===== src/rtl/mbfs_map.vh =====
// mbfs_map.vh: constants of the motor bridge fault supervisor.
// assumes a 40 MHz reference clock; counts derive from ns figures, except the wake count.
`ifndef MBFS_MAP_VH
`define MBFS_MAP_VH

// ==========================================================
// timing
`define MBFS_CLK_PERIOD_NS      25
`define MBFS_THERM_MASK_NS      5000
`define MBFS_OC_MASK_NS         2500
`define MBFS_STBY_ENTRY_NS      1000000
`define MBFS_OC_CLEAR_NS        1500000
`define MBFS_STBY_RETURN_NS     30000
`define MBFS_THERM_MASK_CYC (`MBFS_THERM_MASK_NS / `MBFS_CLK_PERIOD_NS)
`define MBFS_OC_MASK_CYC    (`MBFS_OC_MASK_NS / `MBFS_CLK_PERIOD_NS)
`define MBFS_STBY_RET_CYC   (`MBFS_STBY_RETURN_NS / `MBFS_CLK_PERIOD_NS)
`define MBFS_MASK_W             8
`define MBFS_CNT_W              17
`define MBFS_RET_W              11
`define MBFS_WAKE_CYC           11'h004

// ==========================================================
// register byte addresses and reset levels
`define MBFS_ADDR_STATUS        12'h000
`define MBFS_ADDR_EVENT         12'h004
`define MBFS_ADDR_MASK          12'h008
`define MBFS_LIVE_RESET         5'h04

// ==========================================================
// states, one-hot
`define MBFS_ST_STBY            3'h1
`define MBFS_ST_WAKE            3'h2
`define MBFS_ST_RUN             3'h4

`endif


===== src/rtl/mbfs_mask_filter.v =====
// mbfs_mask_filter.v: two-flop synchroniser plus assert mask counter.
// assumes an asynchronous comparator flag; output is the confirmed level.
`include "mbfs_map.vh"

module mbfs_mask_filter #(
  parameter [`MBFS_MASK_W-1:0] MASK_CYC = 8'h01
) (
  input  wire i_ref_clk,
  input  wire i_reset,
  input  wire i_flag,
  output reg  o_confirmed
);

  reg                    sync_a;
  reg                    sync_b;
  reg [`MBFS_MASK_W-1:0] count;

  // ==========================================================
  // synchroniser and mask count
  always @(posedge i_ref_clk or posedge i_reset) begin
    if (i_reset) begin
      sync_a      <= 1'b0;
      sync_b      <= 1'b0;
      count       <= {`MBFS_MASK_W{1'b0}};
      o_confirmed <= 1'b0;
    end else begin
      sync_a <= i_flag;
      sync_b <= sync_a;
      if (!sync_b) begin
        // a short pulse restarts the count, never confirms
        count       <= {`MBFS_MASK_W{1'b0}};
        o_confirmed <= 1'b0;
      end else if (count >= MASK_CYC - 8'h01) begin
        o_confirmed <= 1'b1;
      end else begin
        count <= count + 8'h01;
      end
    end
  end

endmodule // mbfs_mask_filter


===== src/rtl/mbfs_supervisor.v =====
// mbfs_supervisor.v: protection supervisor for a one-channel h-bridge.
// assumes asynchronous comparator flags and direction pins, a 40 MHz
// clock, and an apb master for status and interrupt registers.
`include "mbfs_map.vh"

module mbfs_supervisor #(
  parameter [`MBFS_CNT_W-1:0] STBY_ENTRY_CYC = 17'h09C40,
  parameter [`MBFS_CNT_W-1:0] OC_CLEAR_CYC   = 17'h0EA60
) (
  input  wire        i_ref_clk,
  input  wire        i_reset,
  input  wire        i_direction_input_a,
  input  wire        i_direction_input_b,
  input  wire        i_thermal_flag,
  input  wire        i_undervoltage_flag,
  input  wire        i_overcurrent_flag,
  input  wire        i_sense_short_flag,
  input  wire        psel,
  input  wire        penable,
  input  wire        pwrite,
  input  wire [11:0] paddr,
  input  wire [31:0] pwdata,
  output reg  [31:0] prdata,
  output wire        pready,
  output wire        pslverr,
  output reg         o_high_a,
  output reg         o_low_a,
  output reg         o_high_b,
  output reg         o_low_b,
  output reg         o_standby,
  output wire        o_irq
);

  localparam [11:0] ADDR_STATUS = `MBFS_ADDR_STATUS;
  localparam [11:0] ADDR_EVENT  = `MBFS_ADDR_EVENT;
  localparam [11:0] ADDR_MASK   = `MBFS_ADDR_MASK;
  // ns-derived counts are 32-bit integers, cut to the counter widths
  localparam integer RET_CYC_I  = `MBFS_STBY_RET_CYC;
  localparam integer THERM_I    = `MBFS_THERM_MASK_CYC;
  localparam integer OC_I       = `MBFS_OC_MASK_CYC;
  localparam [`MBFS_RET_W-1:0]  RET_CYC    = RET_CYC_I[`MBFS_RET_W-1:0];
  localparam [`MBFS_RET_W-1:0]  WAKE_CYC   = `MBFS_WAKE_CYC;
  localparam [`MBFS_MASK_W-1:0] THERM_MASK = THERM_I[`MBFS_MASK_W-1:0];
  localparam [`MBFS_MASK_W-1:0] OC_MASK    = OC_I[`MBFS_MASK_W-1:0];

  // ==========================================================
  // synchronised inputs and masked flags
  reg  a_s1;
  reg  a_s2;
  reg  b_s1;
  reg  b_s2;
  reg  uv_s1;
  reg  uv_s2;
  reg  sc_s1;
  reg  sc_s2;
  wire therm_ok;
  wire oc_ok;

  always @(posedge i_ref_clk or posedge i_reset) begin
    if (i_reset) begin
      a_s1  <= 1'b0;
      a_s2  <= 1'b0;
      b_s1  <= 1'b0;
      b_s2  <= 1'b0;
      uv_s1 <= 1'b1;
      uv_s2 <= 1'b1;
      sc_s1 <= 1'b0;
      sc_s2 <= 1'b0;
    end else begin
      a_s1  <= i_direction_input_a;
      a_s2  <= a_s1;
      b_s1  <= i_direction_input_b;
      b_s2  <= b_s1;
      uv_s1 <= i_undervoltage_flag;
      uv_s2 <= uv_s1;
      sc_s1 <= i_sense_short_flag;
      sc_s2 <= sc_s1;
    end
  end

  mbfs_mask_filter #(
    .MASK_CYC(THERM_MASK)
  ) u_therm (
    .i_ref_clk  (i_ref_clk),
    .i_reset    (i_reset),
    .i_flag     (i_thermal_flag),
    .o_confirmed(therm_ok)
  );

  mbfs_mask_filter #(
    .MASK_CYC(OC_MASK)
  ) u_oc (
    .i_ref_clk  (i_ref_clk),
    .i_reset    (i_reset),
    .i_flag     (i_overcurrent_flag),
    .o_confirmed(oc_ok)
  );

  // ==========================================================
  // overcurrent latch and standby sequencing
  reg  [2:0]              state;
  reg  [`MBFS_CNT_W-1:0]  low_count;
  reg  [`MBFS_RET_W-1:0]  wake_count;
  reg                     oc_latched;
  reg                     oc_armed;
  wire                    both_low;
  wire                    any_high;

  assign both_low = !a_s2 && !b_s2;
  assign any_high = a_s2 || b_s2;

  always @(posedge i_ref_clk or posedge i_reset) begin
    if (i_reset) begin
      state      <= `MBFS_ST_STBY;
      low_count  <= {`MBFS_CNT_W{1'b0}};
      wake_count <= {`MBFS_RET_W{1'b0}};
      oc_latched <= 1'b0;
      oc_armed   <= 1'b0;
    end else if (uv_s2) begin
      // lockout acts as reset: clears the latch, holds standby
      state      <= `MBFS_ST_STBY;
      oc_latched <= 1'b0;
      oc_armed   <= 1'b0;
      low_count  <= {`MBFS_CNT_W{1'b0}};
      wake_count <= {`MBFS_RET_W{1'b0}};
    end else begin
      if (both_low) begin
        if (low_count != {`MBFS_CNT_W{1'b1}})
          low_count <= low_count + 17'h00001;
      end else begin
        low_count <= {`MBFS_CNT_W{1'b0}};
      end
      if (oc_ok) begin
        oc_latched <= 1'b1;
        oc_armed   <= 1'b0;
      end else if (oc_latched) begin
        if (both_low && low_count >= OC_CLEAR_CYC - 17'h00001)
          oc_armed <= 1'b1;
        if (oc_armed && any_high) begin
          oc_latched <= 1'b0;
          oc_armed   <= 1'b0;
        end
      end
      case (state)
        `MBFS_ST_STBY: begin
          wake_count <= {`MBFS_RET_W{1'b0}};
          // latched fault keeps standby whatever the inputs do
          if (any_high && !oc_latched && !oc_ok)
            state <= `MBFS_ST_WAKE;
        end
        `MBFS_ST_WAKE: begin
          // short settle, well inside the return limit
          if (oc_latched || oc_ok) begin
            state <= `MBFS_ST_STBY;
          end else if (wake_count >= WAKE_CYC ||
                       wake_count >= RET_CYC) begin
            state <= `MBFS_ST_RUN;
          end else begin
            wake_count <= wake_count + 11'h001;
          end
        end
        `MBFS_ST_RUN: begin
          if (oc_ok || oc_latched) begin
            state <= `MBFS_ST_STBY;
          end else if (both_low &&
                       low_count >= STBY_ENTRY_CYC - 17'h00001) begin
            state <= `MBFS_ST_STBY;
          end
        end
        default: state <= `MBFS_ST_STBY;
      endcase
    end
  end

  // ==========================================================
  // output gating: any active fault forces all transistors off
  wire fault_off;
  assign fault_off = therm_ok || uv_s2 || oc_ok || oc_latched ||
                     sc_s2;

  reg next_high_a;
  reg next_low_a;
  reg next_high_b;
  reg next_low_b;

  always @* begin
    next_high_a = 1'b0;
    next_low_a  = 1'b0;
    next_high_b = 1'b0;
    next_low_b  = 1'b0;
    if (!fault_off && state == `MBFS_ST_RUN) begin
      // forward, reverse, brake; both low is stop, all off
      next_high_a = a_s2 && !b_s2;
      next_low_a  = b_s2;
      next_high_b = b_s2 && !a_s2;
      next_low_b  = a_s2;
    end
  end

  always @(posedge i_ref_clk or posedge i_reset) begin
    if (i_reset) begin
      o_high_a  <= 1'b0;
      o_low_a   <= 1'b0;
      o_high_b  <= 1'b0;
      o_low_b   <= 1'b0;
      o_standby <= 1'b1;
    end else begin
      o_standby <= (state != `MBFS_ST_RUN);
      o_high_a  <= next_high_a;
      o_low_a   <= next_low_a;
      o_high_b  <= next_high_b;
      o_low_b   <= next_low_b;
    end
  end

  // ==========================================================
  // apb registers: live status, sticky events, interrupt mask
  wire [4:0] live;
  reg  [4:0] live_q;
  reg  [4:0] events;
  reg  [4:0] mask;
  wire       wr;
  wire       rd;
  wire       mapped;
  wire [4:0] rise;

  assign live    = {oc_latched, sc_s2, uv_s2, oc_ok, therm_ok};
  assign rise    = live & ~live_q;
  assign wr      = psel && penable && pwrite;
  // read data loaded in setup so it stands at the access edge
  assign rd      = psel && !penable && !pwrite;
  assign mapped  = (paddr == ADDR_STATUS) || (paddr == ADDR_EVENT) ||
                   (paddr == ADDR_MASK);
  assign pready  = 1'b1;
  assign pslverr = psel && penable && !mapped;
  assign o_irq   = |(events & mask);

  always @(posedge i_ref_clk or posedge i_reset) begin
    if (i_reset) begin
      // lockout is live out of reset, so no false event on release
      live_q <= `MBFS_LIVE_RESET;
      events <= 5'h00;
      mask   <= 5'h00;
      prdata <= 32'h00000000;
    end else begin
      live_q <= live;
      // a new event in the clearing cycle survives the clear
      if (wr && paddr == ADDR_EVENT)
        events <= (events & ~pwdata[4:0]) | rise;
      else
        events <= events | rise;
      if (wr && paddr == ADDR_MASK)
        mask <= pwdata[4:0];
      if (rd) begin
        case (paddr)
          ADDR_STATUS: prdata <= {25'h0000000, state != `MBFS_ST_RUN,
                                  oc_armed, live};
          ADDR_EVENT:  prdata <= {27'h0000000, events};
          ADDR_MASK:   prdata <= {27'h0000000, mask};
          default:     prdata <= 32'h00000000;
        endcase
      end
    end
  end

endmodule // mbfs_supervisor


===== config.mk =====
export PLATFORM = sky130hd
export DESIGN_NAME = mbfs_supervisor
export DESIGN_NICKNAME = d
export VERILOG_FILES = /design/src/rtl/mbfs_mask_filter.v /design/src/rtl/mbfs_supervisor.v
export VERILOG_INCLUDE_DIRS = /design/src /design/src/rtl
export SDC_FILE = /design/constraint.sdc
export NUM_CORES = 1
export LEC_CHECK = 0
export ABC_CLOCK_PERIOD_IN_PS = 2800
export BUFFER_PORTS_ARGS = -buffer_cell sky130_fd_sc_hd__buf_2
export CAP_MARGIN = 20
export CORE_ASPECT_RATIO = 1.2
export CORE_MARGIN = 3
export CORE_UTILIZATION = 45
export DETAILED_ROUTE_END_ITERATION = 10
export PLACE_DENSITY = 0.82
export RECOVER_POWER = 25
export REMOVE_ABC_BUFFERS = 1
export SLEW_MARGIN = 20
export SYNTH_ARGS = -nofsm -noshare
export SYNTH_HDL_FRONTEND = slang
export SYNTH_SLANG_ARGS = --single-unit

===== constraint.sdc =====
create_clock -name i_ref_clk -period 2.8 [get_ports i_ref_clk]
set_clock_uncertainty 0.05 [all_clocks]
set_input_delay 0.42 -clock i_ref_clk [delete_from_list [all_inputs] [get_ports i_ref_clk]]
set_output_delay 0.42 -clock i_ref_clk [all_outputs]
set_load 0.02 [all_outputs]

Yosys cells after proc, flatten, opt, wreduce, memory -nomap -nowiden
Index checks and enable logic that the tools add are counted.
{"block": "word_totals", "reg_bits": 115, "latchBits": 0, "mem_bits_rw": 0, "mem_bits_ro": 0, "out_inout_bits": 40, "mem_count": 0}
{"block": "op_classes", "addsub": 4, "mul": 0, "n_div": 0, "magnitude_cmp": 6, "eq_ne": 17, "n_shift": 0, "n_mux": 37, "n_bitwise": 7, "reduce_logical": 41}
{"cell": "$mux W17", "n": 3}
{"cell": "$ge A17 B16 Y1 const B", "n": 2}
{"cell": "$mux W11", "n": 3}
{"cell": "$mux W8", "n": 4}
{"cell": "$pmux W11 S2", "n": 1}
{"cell": "$pmux W7 S3", "n": 1}
{"cell": "$mux W3", "n": 6}
{"cell": "$add A17 B1 Y17 const B", "n": 1}
{"cell": "$mux W1", "n": 17}
{"cell": "$ne A17 B17 Y1 const B", "n": 1}
{"cell": "$add A8 B1 Y8 const B", "n": 2}
{"cell": "$logic_and A1 B1 Y1", "n": 16}
{"cell": "$and A5 B5 Y5", "n": 3}
{"cell": "$eq A12 B3 Y1 const B", "n": 1}
{"cell": "$eq A12 B4 Y1 const B", "n": 1}
{"cell": "$logic_not A12 Y1", "n": 1}
{"cell": "$ne A3 B3 Y1 const B", "n": 4}
{"cell": "$add A11 B1 Y11 const B", "n": 1}
{"cell": "$ge A11 B11 Y1 const B", "n": 1}
{"cell": "$ge A11 B3 Y1 const B", "n": 1}
{"cell": "$not A5 Y5", "n": 2}
{"cell": "$or A5 B5 Y5", "n": 2}
{"cell": "$logic_or A1 B1 Y1", "n": 9}
{"cell": "$pmux W3 S3", "n": 1}
{"cell": "15 further kinds", "n": 28}

Depth between registers and ports, before layout
{"block": "depth", "ltp_word": 8, "mapped_depth": 11, "depth_no_buf": 9}

By module
Synthesis repeated with hierarchy kept, for this count alone.
{"block": "hier_totals", "cells_unflattened": 407, "hier_area_um2": 4409.2}
{"mod": "mbfs_supervisor", "instances": 1, "cells_per_inst": 307, "area_each_um2": 3375.7}
{"mod": "mbfs_mask_filter at u_therm", "instances": 1, "cells_per_inst": 50, "area_each_um2": 524.3}
{"mod": "mbfs_mask_filter at u_oc", "instances": 1, "cells_per_inst": 50, "area_each_um2": 509.2}

Least setup slack after synthesis
No wires, ideal clock.
{"block": "synth_timing", "kind": "reg-to-reg", "start": "register low_count[0]", "end": "register low_count[10]", "setup_time_ns": 0.132, "t_arrival_ns": 2.332, "setup_slack_ns": 0.287, "path_stages_with_launch": 12, "path_buffers": 2, "period_less_slack_ns": 2.513, "cell_sequence": "dfrtp_1 > ha_1 > nand4_1 > or4_1 > nor2_1 > ha_1 > clkbuf_1 > nand2b_1 > clkbuf_1 > nor3_1 > xnor2_1 > nor2_1"}
{"block": "synth_between", "elab_chain_len": 4, "word_cells_on_any_way": 6, "classes_between": "1 x add/sub; 2 x eq/ne; 3 x mux"}
{"element": "from (decl)", "line": "mbfs_supervisor.v:102", "text": "reg [`MBFS_CNT_W-1:0] low_count;"}
{"element": "from (signal assigned)", "line": "mbfs_supervisor.v:115", "text": "low_count <= {`MBFS_CNT_W{1'b0}};"}
{"element": "from (signal assigned)", "line": "mbfs_supervisor.v:124", "text": "low_count <= {`MBFS_CNT_W{1'b0}};"}
{"element": "from (signal assigned)", "line": "mbfs_supervisor.v:129", "text": "low_count <= low_count + 17'h00001;"}
{"element": "$add A17 B1 Y17", "line": "mbfs_supervisor.v:129"}
{"element": "$mux W17", "line": "mbfs_supervisor.v:128", "text": "if (low_count != {`MBFS_CNT_W{1'b1}})"}
{"element": "$mux W17", "line": "mbfs_supervisor.v:127", "text": "if (both_low) begin"}
{"element": "$mux W17", "line": "mbfs_supervisor.v:119", "text": "end else if (uv_s2) begin"}
Several ways; a longest one is shown, not always the timed one. The select of a mux whose other input is x is not followed.
A chain may end at the register's enable or synchronous reset.

Worst setup path after layout
{"block": "layout_timing", "start": "register low_count[0]", "end": "register low_count[15]"}
Same word-level chain as after synthesis.

==> impl_metrics.py <==
metrics = {
    "status": {
        "status": "finished, violations left",
        "failed_checks": "max-capacitance violations, max-slew violations",
    },
    "sta": {
        "achievable-frequency_mhz": 381.6,
        "finalHoldViolations": 0,
        "timing_max_transition_violations_final": 37,
        "slew-limit-headroom": -0.09943,
        "period_share": 0.9360,
        "clock_period_minus_final_worst_setup_slack_ns": 2.621,
        "tns_ns": 0,
        "grt_setup_unrepaired": "no",
        "finalSetupViolations": 0,
        "tightest_slew_ns": 1.640,
    },
    "final_layout": {
        "multi_input_area_sq_um": 1760,
        "storage_element_area_sq_um": 2258,
        "area_delta_synth_final_pct": 10.67,
        "fin_nets": 488,
        "antennaDiodeCount": 0,
        "layout.filler_cells": 773,
        "postLayoutCoreUtil": 0.5253,
        "final_layout_size_suffix_gt1_frac": 0.1898,
    },
    "power": {
        "swShare": 0.2469,
        "combinationalPowerShare": 0.062,
        "cell_internal_pwr_mw": 1.820,
        "switching_power_mw": 0.5965,
        "power_frac_seq": 0.557,
        "irDropWorstVdd_v": 0.0003125,
        "p_clk_frac": 0.381,
        "power-per-cell-area_nw_per_um2": 520.3,
        "report.power.total_mw": 2.417,
        "leakage_nw": 2.114,
    },
    "detailed_routing": {
        "drtIter0Drc": 196,
        "total_wirelength_mm": 7.935,
        "drt-pass1-iter-count": 4,
        "detail_route.drc_violations": 0,
        "wl_per_cell_um": 14.45,
        "antenna_violating_nets_post_route": 0,
        "via_count_normalized_by_instance_count": 5.322,
        "detailroute.via_count": 2922,
    },
    "floorplanning": {
        "start_util": 0.4746,
        "dieHeight_um": 111.8,
        "die_w_um": 94.16,
        "core_area_sq_um": 8842,
        "total_i_o_pin_count": 95,
        "floorplan.die_area_sq_um": 10530,
        "number_of_placement_rows": 37,
    },
    "place": {
        "dp_hpwl_mm": 5.655,
        "port-buffer-count": 41,
        "gp_routability_congestion": 0.8785,
    },
    "critical_path": {
        "path_max_fanout": 6,
        "reg2reg_setup_slack_ns": 0.18,
        "sort_of_element_at_the_end_of_the_critical_path": "flop",
        "setup.worst_path.class": "flop to flop",
        "timing.critical_path.required_ns": 3.03,
        "worst_ep_arrival_time_ns": 2.85,
        "critical_path.startpoint_type": "flop",
        "worst_r2r_endpoint": "low_count[15]",
        "cp-endpoint": "low_count[15]",
        "critical_path.reg2reg.startpoint": "low_count[0]",
        "r2r.worst_path.cells": 9,
        "startpoint": "low_count[0]",
    },
    "clocking": {
        "tritoncts": "done",
        "cts-hold-fix-buffers": 0,
        "tritoncts_num_sinks": 90,
        "clk_pin_slew_worst_paths_ns": 0.09,
        "htreeDepth": 3,
        "cts_setup_buffers": 0,
        "clock_path_buffers": 2,
        "clk_latency_ns": 0.36,
        "post_cts_resized": 0,
        "ctsRootBufferMaster": "clkbuf_8",
        "num_cts_buffers": 9,
    },
    "yosys": {
        "postSynthAreaPerCell_sq_um": 10.87,
        "post_synth_inst_count": 386,
        "dominantRegCellSynth": "dfrtp_1",
        "yosys_warnings": 0,
        "synth-async-reset-ratio": 1.000,
        "synthesis.area_sq_um": 4197,
        "synthDominantAreaCellType": "dfrtp_1",
        "synth_top_area_frac": 0.5069,
        "synth.area.top_cells": "dfrtp_1, buf_4, and2_1",
        "synth.ff_latch_count": 90,
        "synth_edf_count": 0,
        "synth_cell_type_count": 53,
        "ys_seq_area_frac": 0.5382,
    },
    "worst_hold_path": {
        "worst_hold_startpoint": "i_undervoltage_flag",
        "hp-class": "input port to flop",
        "timing.hold.worst_path_depth": 1,
    },
    "global_route": {
        "track_usage": 0.1542,
        "grt_pass1_wl_mm": 13.19,
        "grt_pass1_vias": 2848,
        "grt_antenna_before_repair": 0,
        "grt_max_degree": 55,
        "grt-ovfl-total": 0,
    },
    "job": {
        "max_cap_violations": 1,
    },
}
==> sequential cells by signal, summed over array words and instances, names as in the netlist, 3 cells and up <==
register and cells:
events 5, live_q 5, low_count 17, mask 5, prdata 7, state 3, u_oc.count 8, u_therm.count 8
wake_count 11
==> worst min path at each step <==
stage                     slack, ns             end
after floorplan                0.28            a_s2
after global placement         0.28  u_therm.sync_b
after detailed placement       0.29            a_s2
after CTS                      0.08   u_oc.count[3]
after global routing            0.1           uv_s1
final                          0.11           uv_s1
==> kinds of logic after synthesis <==
logic type,count (synthesis),synth area share
and+or+nand+nor,149,0.1965
DFF,90,0.5382
AOI/OAI and AO/OA,57,0.09780
buffers and inverters,46,0.06440
xor gates and xnor gates,20,0.04174
muxes,16,0.04174
adders and majority gates,6,0.01789
other,2,0.001790
==> worst max-delay path, cell delays in order (launching register included) <==
cell	delay, ns
dfrtp_1	0.45
ha_1	0.26
nand4_1	0.13
or4_1	0.16
nor2_1	0.05
ha_1	0.25
nand3b_1	0.26
or3_1	0.42
or3_1	0.37
a21oi_1	0.15
==> final cells by class <==
cell class	instances	share of cell area
sequential	90	0.4863
multi-input combinational	274	0.3790
timing repair buffer	43	0.05011
tap	117	0.03152
clock buffer	10	0.02963
clock inverter	6	0.01589
inverter	9	0.007543
==> layer usage <==
metal / global-route usage / vias to the layer above / part of all wire
met1: 0.2019 / 1424 / 0.44
met5: 0 / - / 0
met4: 0.06647 / 0 / 0.020
met2: 0.2453 / 80 / 0.50
met3: 0.03378 / 17 / 0.049
li1: - / 1401 / -
==> power by group through the flow <==
stage               logic [mW]  clock network (mW)  registers [mW]
finish                   0.149               0.921            1.35
global placement         0.144                   0            1.37
global route             0.167                1.01            1.35
floorplan                0.103                   0            1.37
CTS                      0.150               0.945            1.35
detailed placement       0.150                   0            1.37
==> cells in the final DEF (no fill, tap or decap), types with 7 or more instances in the layout <==
cell type,n
inv_1,8
xor2_1,7
nor4_1,8
and2_1,28
nand4_1,9
mux2_2,12
nand3_1,14
buf_2,41
nor2_1,27
dfrtp_1,85
a21oi_1,11
xnor2_1,13
nor3_1,9
nand2_1,20
o21ai_0,9
conb_1,26
clkbuf_8,10
or3_1,8
==> metrics by stage <==
stage	hold WS (ns)	std cells	setup slack, ns	instance area [sq um]
2_1_floorplan	0.2812	373	0.003017	4050
3_3_place_gp	0.2832	533	0.2987	4431
3_5_place_dp	0.2872	533	0.2301	4431
4_1_cts	0.07656	549	0.2198	4642
5_1_grt	0.09607	549	0.002023	4644
6_report	0.1133	549	0.1791	4644
==> Yosys cell counts, types with 2 or more instances <==
library cell	number
dfrtp_1	85
and2_1	28
nor2_1	27
buf_4	26
nand2_1	20
nand3_1	14
xnor2_1	13
mux2_2	12
a21oi_1	11
clkbuf_1	11
inv_1	9
nand4_1	9
nor3_1	9
o21ai_0	9
nor4_1	8
or3_1	8
xor2_1	7
a22o_1	6
ha_1	6
nor2b_1	6
a221o_1	5
dfstp_2	5
o21a_1	5
a211oi_1	4
mux2i_1	4
and3_1	3
nor4b_1	3
a21o_1	2
a32o_1	2
conb_1	2
nand3b_1	2
nor3b_1	2
o31ai_1	2
or4_1	2
No activity file was read; power rests on OpenSTA's default activity.
